### config.mk
export PLATFORM = sky130hd
export DESIGN_NAME = dbm_top
export DESIGN_NICKNAME = d
export VERILOG_FILES = /design/src/core/dbm_pkg.sv /design/src/core/dbm_mem_if.sv /design/src/core/dbm_arb.sv /design/src/core/dbm_top.sv
export SDC_FILE = /design/constraint.sdc
export NUM_CORES = 1
export LEC_CHECK = 0
export BUFFER_PORTS_ARGS = -buffer_cell sky130_fd_sc_hd__buf_2
export CAP_MARGIN = 30
export CORE_UTILIZATION = 35
export CTS_CLUSTER_SIZE = 30
export DETAILED_ROUTE_END_ITERATION = 6
export PLACE_DENSITY = 0.63
export SLEW_MARGIN = 10
export SYNTH_ARGS = -nofsm -noshare
export SYNTH_HDL_FRONTEND = slang
export SYNTH_HIERARCHICAL = 1
export SYNTH_SLANG_ARGS = --single-unit
### constraint.sdc
create_clock -name clock -period 6.6 [get_ports clock]
set_input_delay 1.32 -clock clock [delete_from_list [all_inputs] [get_ports clock]]
set_output_delay 1.32 -clock clock [all_outputs]
set_load 0.03 [all_outputs]
### src/core/dbm_pkg.sv
// Constants, register map and state encoding of the two-channel disk bus-master engine
package dbm_pkg;

   // Channel count and register window size
   localparam int DBM_CHANNELS = 2;
   localparam int DBM_WINDOW_BYTES = 16;

   // Register offsets, index 0 primary and index 1 secondary
   localparam logic [1:0][3:0] DBM_OFS_CMD = {4'h8, 4'h0};
   localparam logic [1:0][3:0] DBM_OFS_STS = {4'hA, 4'h2};
   localparam logic [1:0][3:0] DBM_OFS_PTR = {4'hC, 4'h4};

   // Command register fields
   localparam int DBM_CMD_START_BIT = 0;
   localparam int DBM_CMD_DIR_BIT = 3;
   localparam logic [7:0] DBM_CMD_RW_MASK = 8'h09;
   localparam logic [7:0] DBM_CMD_RESET = 8'h00;

   // Status register fields
   localparam int DBM_STS_ACT_BIT = 0;
   localparam int DBM_STS_ERR_BIT = 1;
   localparam int DBM_STS_IRQ_BIT = 2;
   localparam int DBM_STS_DRV0_BIT = 5;
   localparam int DBM_STS_DRV1_BIT = 6;
   localparam logic DBM_SIMPLEX = 1'b0;
   localparam logic [1:0] DBM_DRV_CAP_RESET = 2'h0;

   // Table pointer register
   localparam logic [31:0] DBM_PTR_MASK = 32'hFFFFFFFC;
   localparam logic [31:0] DBM_PTR_RESET = 32'h00000000;

   // Descriptor layout and stepping
   localparam logic [15:0] DBM_DESC_STEP = 16'h0008;
   localparam logic [15:0] DBM_DESC_CNT_OFS = 16'h0004;
   localparam int DBM_DESC_EOT_BIT = 31;
   localparam logic [16:0] DBM_FULL_REGION = 17'h10000;
   localparam logic [16:0] DBM_WORD_BYTES = 17'h00004;
   localparam logic [14:0] DBM_ADDR_LO_STEP = 15'h0002;

   // Drive timing mode after reset: multiword DMA mode 0
   localparam logic [1:0] DBM_MDMA_MODE_RESET = 2'h0;

   // Channel sequencer states
   typedef enum logic [2:0] {
      DBM_IDLE = 3'b000,
      DBM_FETCH_ADDR = 3'b001,
      DBM_FETCH_CNT = 3'b010,
      DBM_MOVE = 3'b011,
      DBM_HALT = 3'b100
   } dbm_state_t;

endpackage : dbm_pkg

### src/core/dbm_mem_if.sv
// Memory request bundle between a channel sequencer and the memory arbiter
`timescale 1ns/1ps
`default_nettype none

interface dbm_mem_if;
   logic req;
   logic we;
   logic [31:0] addr;
   logic [31:0] wdata;
   logic [31:0] rdata;
   logic ack;
   logic err;

   // Channel side issues requests
   modport master (output req, output we, output addr, output wdata, input rdata, input ack, input err);
   // Arbiter side answers them
   modport slave (input req, input we, input addr, input wdata, output rdata, output ack, output err);
endinterface : dbm_mem_if

`default_nettype wire

### src/core/dbm_arb.sv
// Two-way memory arbiter that holds a grant until the outstanding access is answered
`timescale 1ns/1ps
`default_nettype none

module dbm_arb (
   input wire logic clock,
   input wire logic rst_n,
   dbm_mem_if.slave ch0,
   dbm_mem_if.slave ch1,
   output logic mem_req,
   output logic mem_we,
   output logic [31:0] mem_addr,
   output logic [31:0] mem_wdata,
   input wire logic [31:0] mem_rdata,
   input wire logic mem_ack,
   input wire logic mem_err
);

   logic lock_r;
   logic owner_r;
   logic gnt;

   // Locked owner keeps the bus, otherwise primary wins
   always_comb begin
      gnt = lock_r ? owner_r : !ch0.req;
   end

   // Route the granted channel to memory
   assign mem_req = gnt ? ch1.req : ch0.req;
   assign mem_we = gnt ? ch1.we : ch0.we;
   assign mem_addr = gnt ? ch1.addr : ch0.addr;
   assign mem_wdata = gnt ? ch1.wdata : ch0.wdata;

   // Acknowledge and error go only to the granted channel; read data goes to both
   assign ch0.rdata = mem_rdata;
   assign ch1.rdata = mem_rdata;
   assign ch0.ack = mem_ack && !gnt;
   assign ch1.ack = mem_ack && gnt;
   assign ch0.err = mem_err && mem_ack && !gnt;
   assign ch1.err = mem_err && mem_ack && gnt;

   // Grant lock while an access waits for its answer
   always_ff @(posedge clock) begin
      if (!rst_n) begin
         lock_r <= 1'b0;
         owner_r <= 1'b0;
      end else if (mem_req && !mem_ack) begin
         lock_r <= 1'b1;
         owner_r <= gnt;
      end else begin
         lock_r <= 1'b0;
      end
   end

endmodule : dbm_arb

`default_nettype wire

### src/core/dbm_top.sv
// Two-channel scatter/gather disk bus-master engine with its 16-byte IO register window
// Notes on behaviour
// - Two independent channels, each with own registers.
// - Drive timing starts at multiword DMA mode zero.
// - Descriptor: address dword, count halfword, end flag.
// - Count field zero means full 64K region.
// - End flag stops engine after that region.
// - Address counter steps only bits 15 to 1.
// - Register window spans sixteen bytes of IO.
// - Registers take byte, word and dword accesses.
// - Command, status, pointer at fixed per-channel offsets.
// - Command resets zero, reserved bits read zero.
// - Direction bit: zero reads memory, one writes.
// - Only a zero-to-one start edge begins transfer.
// - Data moves only while start bit set.
// - Clearing start halts and discards all state.
// - Abort may drop data held from drive.
// - Active sets on start, clears at end or stop.
// - Interrupt flag sets on drive edge, write-one clears.
// - Drive edge flushes data; status read waits.
// - Error flag sets on memory error, write-one clears.
`timescale 1ns/1ps
`default_nettype none

module dbm_top
   import dbm_pkg::*;
(
   input wire logic clock,
   input wire logic rst_n,
   input wire logic [3:0] io_addr,
   input wire logic [3:0] io_be,
   input wire logic io_rd,
   input wire logic io_wr,
   input wire logic [31:0] io_wdata,
   output logic [31:0] io_rdata,
   output logic io_ack,
   output logic mem_req,
   output logic mem_we,
   output logic [31:0] mem_addr,
   output logic [31:0] mem_wdata,
   input wire logic [31:0] mem_rdata,
   input wire logic mem_ack,
   input wire logic mem_err,
   output logic [1:0][31:0] drv_tx_data,
   output logic [1:0] drv_tx_valid,
   input wire logic [1:0] drv_tx_ready,
   input wire logic [1:0][31:0] drv_rx_data,
   input wire logic [1:0] drv_rx_valid,
   output logic [1:0] drv_rx_ready,
   input wire logic [1:0] drive_interrupt_line,
   output logic [1:0][1:0] drive_timing_mode
);

   logic io_ack_r;
   logic [31:0] io_rdata_r;
   logic io_stall;
   logic io_take;
   logic [31:0] rd_word;
   logic [1:0] flush_busy;
   logic [1:0][7:0] cmd_view;
   logic [1:0][7:0] sts_view;
   logic [1:0][31:0] ptr_view;

   // One memory request bundle per channel
   dbm_mem_if mem_bus[DBM_CHANNELS] ();

   // A status read waits while that channel still flushes drive data
   always_comb begin
      io_stall = 1'b0;
      for (int c = 0; c < DBM_CHANNELS; c++) begin
         if (io_rd && io_addr[3:2] == DBM_OFS_STS[c][3:2] && io_be[DBM_OFS_STS[c][1:0]] && flush_busy[c]) begin
            io_stall = 1'b1;
         end
      end
   end

   // An access is taken once per request, never in its own answer cycle
   assign io_take = (io_rd || io_wr) && !io_ack_r && !io_stall;

   // Read word by dword slot; unmapped and device specific bytes read zero
   always_comb begin
      rd_word = 32'h00000000;
      for (int c = 0; c < DBM_CHANNELS; c++) begin
         if (io_addr[3:2] == DBM_OFS_CMD[c][3:2]) begin
            rd_word = {8'h00, sts_view[c], 8'h00, cmd_view[c]};
         end
         if (io_addr[3:2] == DBM_OFS_PTR[c][3:2]) begin
            rd_word = ptr_view[c];
         end
      end
   end

   // Register bus answer: one cycle after the take
   always_ff @(posedge clock) begin
      if (!rst_n) begin
         io_ack_r <= 1'b0;
         io_rdata_r <= 32'h00000000;
      end else begin
         io_ack_r <= io_take;
         if (io_take && io_rd) begin
            io_rdata_r <= rd_word;
         end
      end
   end

   assign io_ack = io_ack_r;
   assign io_rdata = io_rdata_r;

   // Per-channel register file and descriptor sequencer
   for (genvar g = 0; g < DBM_CHANNELS; g++) begin : gen_chan
      localparam int CL = int'(DBM_OFS_CMD[g][1:0]);
      localparam int SL = int'(DBM_OFS_STS[g][1:0]);

      logic [7:0] cmd_r;
      logic [31:0] ptr_r;
      logic active_r;
      logic irq_r;
      logic err_r;
      logic [1:0] drv_cap_r;
      logic [1:0] mode_r;
      logic flush_r;
      logic irq_s1_r;
      logic irq_s2_r;
      logic irq_s3_r;
      logic irq_rise;
      dbm_state_t state_r;
      logic [31:0] tptr_r;
      logic [15:0] addr_hi_r;
      logic [14:0] addr_lo_r;
      logic addr_b0_r;
      logic [16:0] count_r;
      logic eot_r;
      logic [31:0] hold_r;
      logic hold_v_r;
      logic cmd_wr;
      logic sts_wr;
      logic [7:0] cmd_wbyte;
      logic [7:0] sts_wbyte;
      logic start_rise;
      logic stop;
      logic dir;
      logic retire;
      logic last;
      logic rx_take;
      logic mem_fault;

      // Write decode by dword slot and byte enable
      assign cmd_wr = io_take && io_wr && io_addr[3:2] == DBM_OFS_CMD[g][3:2] && io_be[CL];
      assign sts_wr = io_take && io_wr && io_addr[3:2] == DBM_OFS_STS[g][3:2] && io_be[SL];
      assign cmd_wbyte = io_wdata[CL * 8 +: 8];
      assign sts_wbyte = io_wdata[SL * 8 +: 8];

      // Start edge and stop detection on command writes
      assign start_rise = cmd_wr && cmd_wbyte[DBM_CMD_START_BIT] && !cmd_r[DBM_CMD_START_BIT];
      assign stop = cmd_wr && !cmd_wbyte[DBM_CMD_START_BIT] && cmd_r[DBM_CMD_START_BIT];
      assign dir = cmd_r[DBM_CMD_DIR_BIT];

      // Command register keeps only start and direction
      always_ff @(posedge clock) begin
         if (!rst_n) begin
            cmd_r <= DBM_CMD_RESET;
         end else if (cmd_wr) begin
            cmd_r <= cmd_wbyte & DBM_CMD_RW_MASK;
         end
      end

      // Table pointer, byte-lane writable, low two bits held zero
      always_ff @(posedge clock) begin
         if (!rst_n) begin
            ptr_r <= DBM_PTR_RESET;
         end else begin
            for (int b = 0; b < 4; b++) begin
               if (io_take && io_wr && io_addr[3:2] == DBM_OFS_PTR[g][3:2] && io_be[b]) begin
                  ptr_r[b * 8 +: 8] <= io_wdata[b * 8 +: 8] & DBM_PTR_MASK[b * 8 +: 8];
               end
            end
         end
      end

      // Drive interrupt line crosses in through two flops, then edge detect
      always_ff @(posedge clock) begin
         if (!rst_n) begin
            irq_s1_r <= 1'b0;
            irq_s2_r <= 1'b0;
            irq_s3_r <= 1'b0;
         end else begin
            irq_s1_r <= drive_interrupt_line[g];
            irq_s2_r <= irq_s1_r;
            irq_s3_r <= irq_s2_r;
         end
      end

      assign irq_rise = irq_s2_r && !irq_s3_r;

      // Interrupt and error flags: set wins over a write-one clear
      always_ff @(posedge clock) begin
         if (!rst_n) begin
            irq_r <= 1'b0;
            err_r <= 1'b0;
         end else begin
            if (irq_rise) begin
               irq_r <= 1'b1;
            end else if (sts_wr && sts_wbyte[DBM_STS_IRQ_BIT]) begin
               irq_r <= 1'b0;
            end
            if (mem_fault) begin
               err_r <= 1'b1;
            end else if (sts_wr && sts_wbyte[DBM_STS_ERR_BIT]) begin
               err_r <= 1'b0;
            end
         end
      end

      // Software-owned drive capability bits; the drive timing mode only loads its reset value
      always_ff @(posedge clock) begin
         if (!rst_n) begin
            drv_cap_r <= DBM_DRV_CAP_RESET;
            mode_r <= DBM_MDMA_MODE_RESET;
         end else if (sts_wr) begin
            drv_cap_r <= {sts_wbyte[DBM_STS_DRV1_BIT], sts_wbyte[DBM_STS_DRV0_BIT]};
         end
      end

      // Flush holds off status reads until the buffered drive word is written
      always_ff @(posedge clock) begin
         if (!rst_n) begin
            flush_r <= 1'b0;
         end else if (!hold_v_r || stop || state_r != DBM_MOVE) begin
            flush_r <= 1'b0;
         end else if (irq_rise && dir) begin
            flush_r <= 1'b1;
         end
      end

      // Memory answers and transfer retirement
      assign mem_fault = mem_bus[g].err;
      assign rx_take = drv_rx_valid[g] && drv_rx_ready[g];
      assign last = count_r <= DBM_WORD_BYTES;
      always_comb begin
         retire = 1'b0;
         if (state_r == DBM_MOVE && hold_v_r) begin
            retire = dir ? (mem_bus[g].ack && !mem_fault) : drv_tx_ready[g];
         end
      end

      // Channel sequencer: fetch descriptor, move region, step or finish
      always_ff @(posedge clock) begin
         if (!rst_n) begin
            state_r <= DBM_IDLE;
            tptr_r <= DBM_PTR_RESET;
            addr_hi_r <= 16'h0000;
            addr_lo_r <= 15'h0000;
            addr_b0_r <= 1'b0;
            count_r <= 17'h00000;
            eot_r <= 1'b0;
            hold_v_r <= 1'b0;
         end else if (stop) begin
            state_r <= DBM_IDLE;
            hold_v_r <= 1'b0;
         end else if (start_rise) begin
            state_r <= DBM_FETCH_ADDR;
            tptr_r <= ptr_r;
            hold_v_r <= 1'b0;
         end else begin
            case (state_r)
               DBM_FETCH_ADDR: begin
                  if (mem_fault) begin
                     state_r <= DBM_HALT;
                  end else if (mem_bus[g].ack) begin
                     addr_hi_r <= mem_bus[g].rdata[31:16];
                     addr_lo_r <= mem_bus[g].rdata[15:1];
                     addr_b0_r <= mem_bus[g].rdata[0];
                     state_r <= DBM_FETCH_CNT;
                  end
               end
               DBM_FETCH_CNT: begin
                  if (mem_fault) begin
                     state_r <= DBM_HALT;
                  end else if (mem_bus[g].ack) begin
                     if (mem_bus[g].rdata[15:0] == 16'h0000) begin
                        count_r <= DBM_FULL_REGION;
                     end else begin
                        count_r <= {1'b0, mem_bus[g].rdata[15:0]};
                     end
                     eot_r <= mem_bus[g].rdata[DBM_DESC_EOT_BIT];
                     state_r <= DBM_MOVE;
                  end
               end
               DBM_MOVE: begin
                  if (mem_fault) begin
                     state_r <= DBM_HALT;
                  end else if (retire) begin
                     hold_v_r <= 1'b0;
                     count_r <= count_r - DBM_WORD_BYTES;
                     addr_lo_r <= addr_lo_r + DBM_ADDR_LO_STEP;
                     if (last && eot_r) begin
                        state_r <= DBM_HALT;
                     end else if (last) begin
                        tptr_r <= {tptr_r[31:16], tptr_r[15:0] + DBM_DESC_STEP};
                        state_r <= DBM_FETCH_ADDR;
                     end
                  end else if (!dir && !hold_v_r && mem_bus[g].ack) begin
                     hold_r <= mem_bus[g].rdata;
                     hold_v_r <= 1'b1;
                  end else if (rx_take) begin
                     hold_r <= drv_rx_data[g];
                     hold_v_r <= 1'b1;
                  end
               end
               DBM_HALT: begin
                  state_r <= DBM_HALT;
               end
               default: begin
                  state_r <= DBM_IDLE;
               end
            endcase
         end
      end

      // Active flag follows start and the end of the last region
      always_ff @(posedge clock) begin
         if (!rst_n) begin
            active_r <= 1'b0;
         end else if (stop) begin
            active_r <= 1'b0;
         end else if (start_rise) begin
            active_r <= 1'b1;
         end else if (state_r == DBM_MOVE && retire && last && eot_r) begin
            active_r <= 1'b0;
         end
      end

      // Memory requests: descriptor reads, then region reads or writes
      always_comb begin
         mem_bus[g].req = 1'b0;
         mem_bus[g].we = 1'b0;
         mem_bus[g].addr = tptr_r;
         case (state_r)
            DBM_FETCH_ADDR: begin
               mem_bus[g].req = 1'b1;
            end
            DBM_FETCH_CNT: begin
               mem_bus[g].req = 1'b1;
               mem_bus[g].addr = {tptr_r[31:16], tptr_r[15:0] + DBM_DESC_CNT_OFS};
            end
            DBM_MOVE: begin
               mem_bus[g].req = dir ? hold_v_r : !hold_v_r;
               mem_bus[g].we = dir;
               mem_bus[g].addr = {addr_hi_r, addr_lo_r, addr_b0_r};
            end
            default: begin
               mem_bus[g].req = 1'b0;
            end
         endcase
      end

      assign mem_bus[g].wdata = hold_r;

      // Drive stream: out when reading memory, in when writing it
      assign drv_tx_data[g] = hold_r;
      assign drv_tx_valid[g] = state_r == DBM_MOVE && !dir && hold_v_r;
      assign drv_rx_ready[g] = state_r == DBM_MOVE && dir && !hold_v_r && !flush_r;
      assign drive_timing_mode[g] = mode_r;

      // Register views for the read mux
      assign cmd_view[g] = cmd_r & DBM_CMD_RW_MASK;
      assign sts_view[g] = {DBM_SIMPLEX, drv_cap_r, 2'b00, irq_r, err_r, active_r};
      assign ptr_view[g] = ptr_r & DBM_PTR_MASK;
      assign flush_busy[g] = flush_r;
   end

   // Shared memory port
   dbm_arb u_arb (
      .clock(clock),
      .rst_n(rst_n),
      .ch0(mem_bus[0]),
      .ch1(mem_bus[1]),
      .mem_req(mem_req),
      .mem_we(mem_we),
      .mem_addr(mem_addr),
      .mem_wdata(mem_wdata),
      .mem_rdata(mem_rdata),
      .mem_ack(mem_ack),
      .mem_err(mem_err)
   );

endmodule : dbm_top

`default_nettype wire

==> results.toml <==
[synth]
synthTopCellsByArea = "dfxtp_1 (29%), edfxtp_1 (10%), nand2_1 (7.6%)"
synth_common_cells = "nand2_1 (392), dfxtp_1 (284), a21oi_1 (234), nand3_1 (143), mux2_2 (126)"
async_flop_share = 0
ys_ff_latch = 348
seq_area_frac_synth = 0.394
syn_avg_cell_area_um2 = 8.55
syn_inst = 2256
ys.warnings.count = 6
netlist_area_mm2 = 0.0193
synth_ff_type = "dfxtp_1"
yosysMostFrequentCell = "nand2_1"
synth_cell_types = 99
synth_top_area_share = 0.295
synth_edf_count = 64
synth_top_cell_by_area = "dfxtp_1"

[grt]
antenna_found_initial = 8
grt_max_degree = 122
grt_pass1_wl_um = 96200
grt_pass1_vias = 16361
overflow = 0
track_usage = 0.216

[worst_setup_path]
worst_path_max_delay_cell = "dfxtp_1"
crit_chain = "inv_1 > ha_1 > a31oi_1 > nand2b_1 > nand2_4 > buf_4 > mux2_1 > buf_2"
crit_buf_inv = 3
arrival_ns = 3.96
critPathCaptureType = "output pin"
crit_fanout = 37
max_stage_delay_ns = 0.58
required_ns = 5.28
start_kind = "flip-flop"
cp_top_family = "buffers and inverters"
critPathKind = "flip-flop to output pin"

[pwr]
power_density_mw_per_mm2 = 221
leakage_uw = 0.00824
worst_ir_drop_vdd_uv = 162

[placement]
place_area_mm2 = 0.0207
hpwl_um = 44500
gp_congestion = 0.911
portBuffers = 310
pre_cts_ws_ns = 1.58

[route]
wirelength_um = 62900
remaining_drc_errors = 0
vias = 17530
wl_per_cell_um = 20.0
drt_iter0_drc = 1803
ant_nets = 0
drt_pass1_iterations = 6
drt-vias-per-instance = 5.58

[clock_tree]
htree_levels = 2
cts.sinks = 348
clk_pin_slew_ns = 0.06
cts_tree = "done"
post_cts_buffers = 0
clock_latency_ns = 0.59
ctsHoldBuffers = 0
cts_buffers = 41
clockBufferDepth = 3
ctsResizeCount = 0
root_buffer = "clkbuf_16"

[floorplanning]
coreArea_mm2 = 0.0541
dieWidth_um = 237
die_h_um = 237
start_util = 0.357
ios = 319
rows = 85
die-area_mm2 = 0.0561

[sta]
timing.final.crit_period_ns = 5.28
post-route-period-util = 0.800
maxSlewViolCount = 0
fin_ws_ns = 1.32
slew_headroom = 0.339
setup_viol = 0
rsz0062_at_grt = "no"
fin_tns_setup_ns = 0
clock.fmax_mhz = 189
finalHoldViolations = 0
clock_skew_ns = 0.0262
tightest_slew_ns = 0.989

[status]
status = "complete, no violations"

[hold_path]
min_path_type = "flip-flop to flip-flop"

[cells_and_area]
final_cell_area_mm2 = 0.0223
fin_nets = 2568
syn_to_final_growth_pct = 15.5
n_fill_cell = 5400
drive_gt1_frac = 0.249

[flow_run]
maxCapViolCount = 0
## cells by family after synthesis
| kind of cell | count (synthesis) | share of synthesized area |
|---|---|---|
| and+or+nand+nor | 866 | 0.213 |
| AOI/OAI and AO/OA | 541 | 0.180 |
| DFF | 348 | 0.394 |
| buffers and inverters | 269 | 0.0741 |
| muxes | 215 | 0.129 |
| adders and majority gates | 12 | 0.00778 |
| xor gates and xnor gates | 4 | 0.00182 |
| other | 1 | 0.000194 |
## worst reg2reg max path, stage by stage, from the launching register on
cell,delay (ns)
dfxtp_1,0.58
inv_1,0.20
ha_1,0.34
a31oi_1,0.29
nand2b_1,0.20
nand2_4,0.55
nor2_1,0.31
or3b_4,0.51
a2111oi_4,0.44
o2111ai_2,0.40
o2111a_1,0.36
a31o_1,0.18
## through the flow
| step | utilization | total power [uW] | std cells | hold slack (ns) |
|---|---|---|---|---|
| after detailed placement | 0.383 | 2560 | 3055 | 0.434 |
| final | 0.412 | 4920 | 3142 | 0.453 |
| after floorplan | - | 2470 | 2260 | 0.412 |
| after global placement | 0.381 | 2550 | 3050 | 0.433 |
| after global routing | 0.411 | 5090 | 3139 | 0.468 |
| after CTS | 0.409 | 4970 | 3131 | 0.453 |
## area by class of cell
cell class / count / area [um^2] / share of cell area
repair buffers: 345 / 1910 / 0.0857
clock inverters: 22 / 275 / 0.0124
well taps: 696 / 871 / 0.0391
flip-flops and latches: 348 / 7610 / 0.341
inverters: 29 / 114 / 0.00511
diodes: 5 / 12.5 / 0.000562
clock buffers: 54 / 1170 / 0.0524
multi-input cells: 1643 / 10300 / 0.463
## state kept, by name, indices dropped and copies added, names as in the netlist, 4 cells and up
signal and count:
gen_chan.count_r 34, io_rdata 31, gen_chan.drv_cap_r 4, gen_chan.tptr_r 60, gen_chan.state_r 6, gen_chan.hold_r 64, gen_chan.addr_lo_r 30, gen_chan.addr_hi_r 32
gen_chan.cmd_r 4, gen_chan.ptr_r 60
## power breakdown
| group | switching, uW | internal, uW |
|---|---|---|
| sequential | 16.3 | 2180 |
| combinational | 207 | 117 |
| clock | 977 | 1420 |
## placed cells by master, fill, tap and decap left out, types with 8 or more instances in the layout
cell type / instances
inv_1: 28
o31ai_1: 45
nor2_1: 111
buf_2: 310
a22oi_1: 9
clkbuf_16: 43
or4_1: 8
and4_1: 10
and2_1: 24
ha_1: 12
dfxtp_1: 284
mux2_4: 18
or3_1: 8
mux2i_1: 55
nand4b_1: 8
o41ai_1: 8
o2111ai_1: 10
nand3b_1: 10
buf_4: 27
o21a_1: 17
clkinv_2: 9
nand2_1: 389
nor2b_1: 10
edfxtp_1: 64
a21oi_1: 234
nor4_1: 23
a31oi_1: 28
nand4_1: 19
mux2_2: 126
o21ai_0: 92
mux2_1: 10
nor3_1: 33
nand2b_1: 14
nand3_1: 143
and3_1: 12
## path summary, 6_finish.rpt
check	startpoint	to	slack, ns	depth (start not counted)
setup / recovery	gen_chan[0].cmd_r[3]$_SDFFE_PN0N_	mem_addr[22]	1.32	8
hold / removal	gen_chan[0].irq_s1_r$_SDFF_PN0_	gen_chan[0].irq_s2_r$_SDFF_PN0_	0.45	1
setup reg to reg	gen_chan[0].cmd_r[3]$_SDFFE_PN0N_	gen_chan[1].tptr_r[15]$_SDFFE_PN0P_	2.14	11
hold reg to reg	gen_chan[0].irq_s1_r$_SDFF_PN0_	gen_chan[0].irq_s2_r$_SDFF_PN0_	0.45	1
## layer usage
metal	wire (um)	GRT usage
met2	28300	0.336
met4	1670	0.0710
met3	4490	0.0351
met5	39	0
met1	28300	0.304
(Power assumes the default switching activity.)
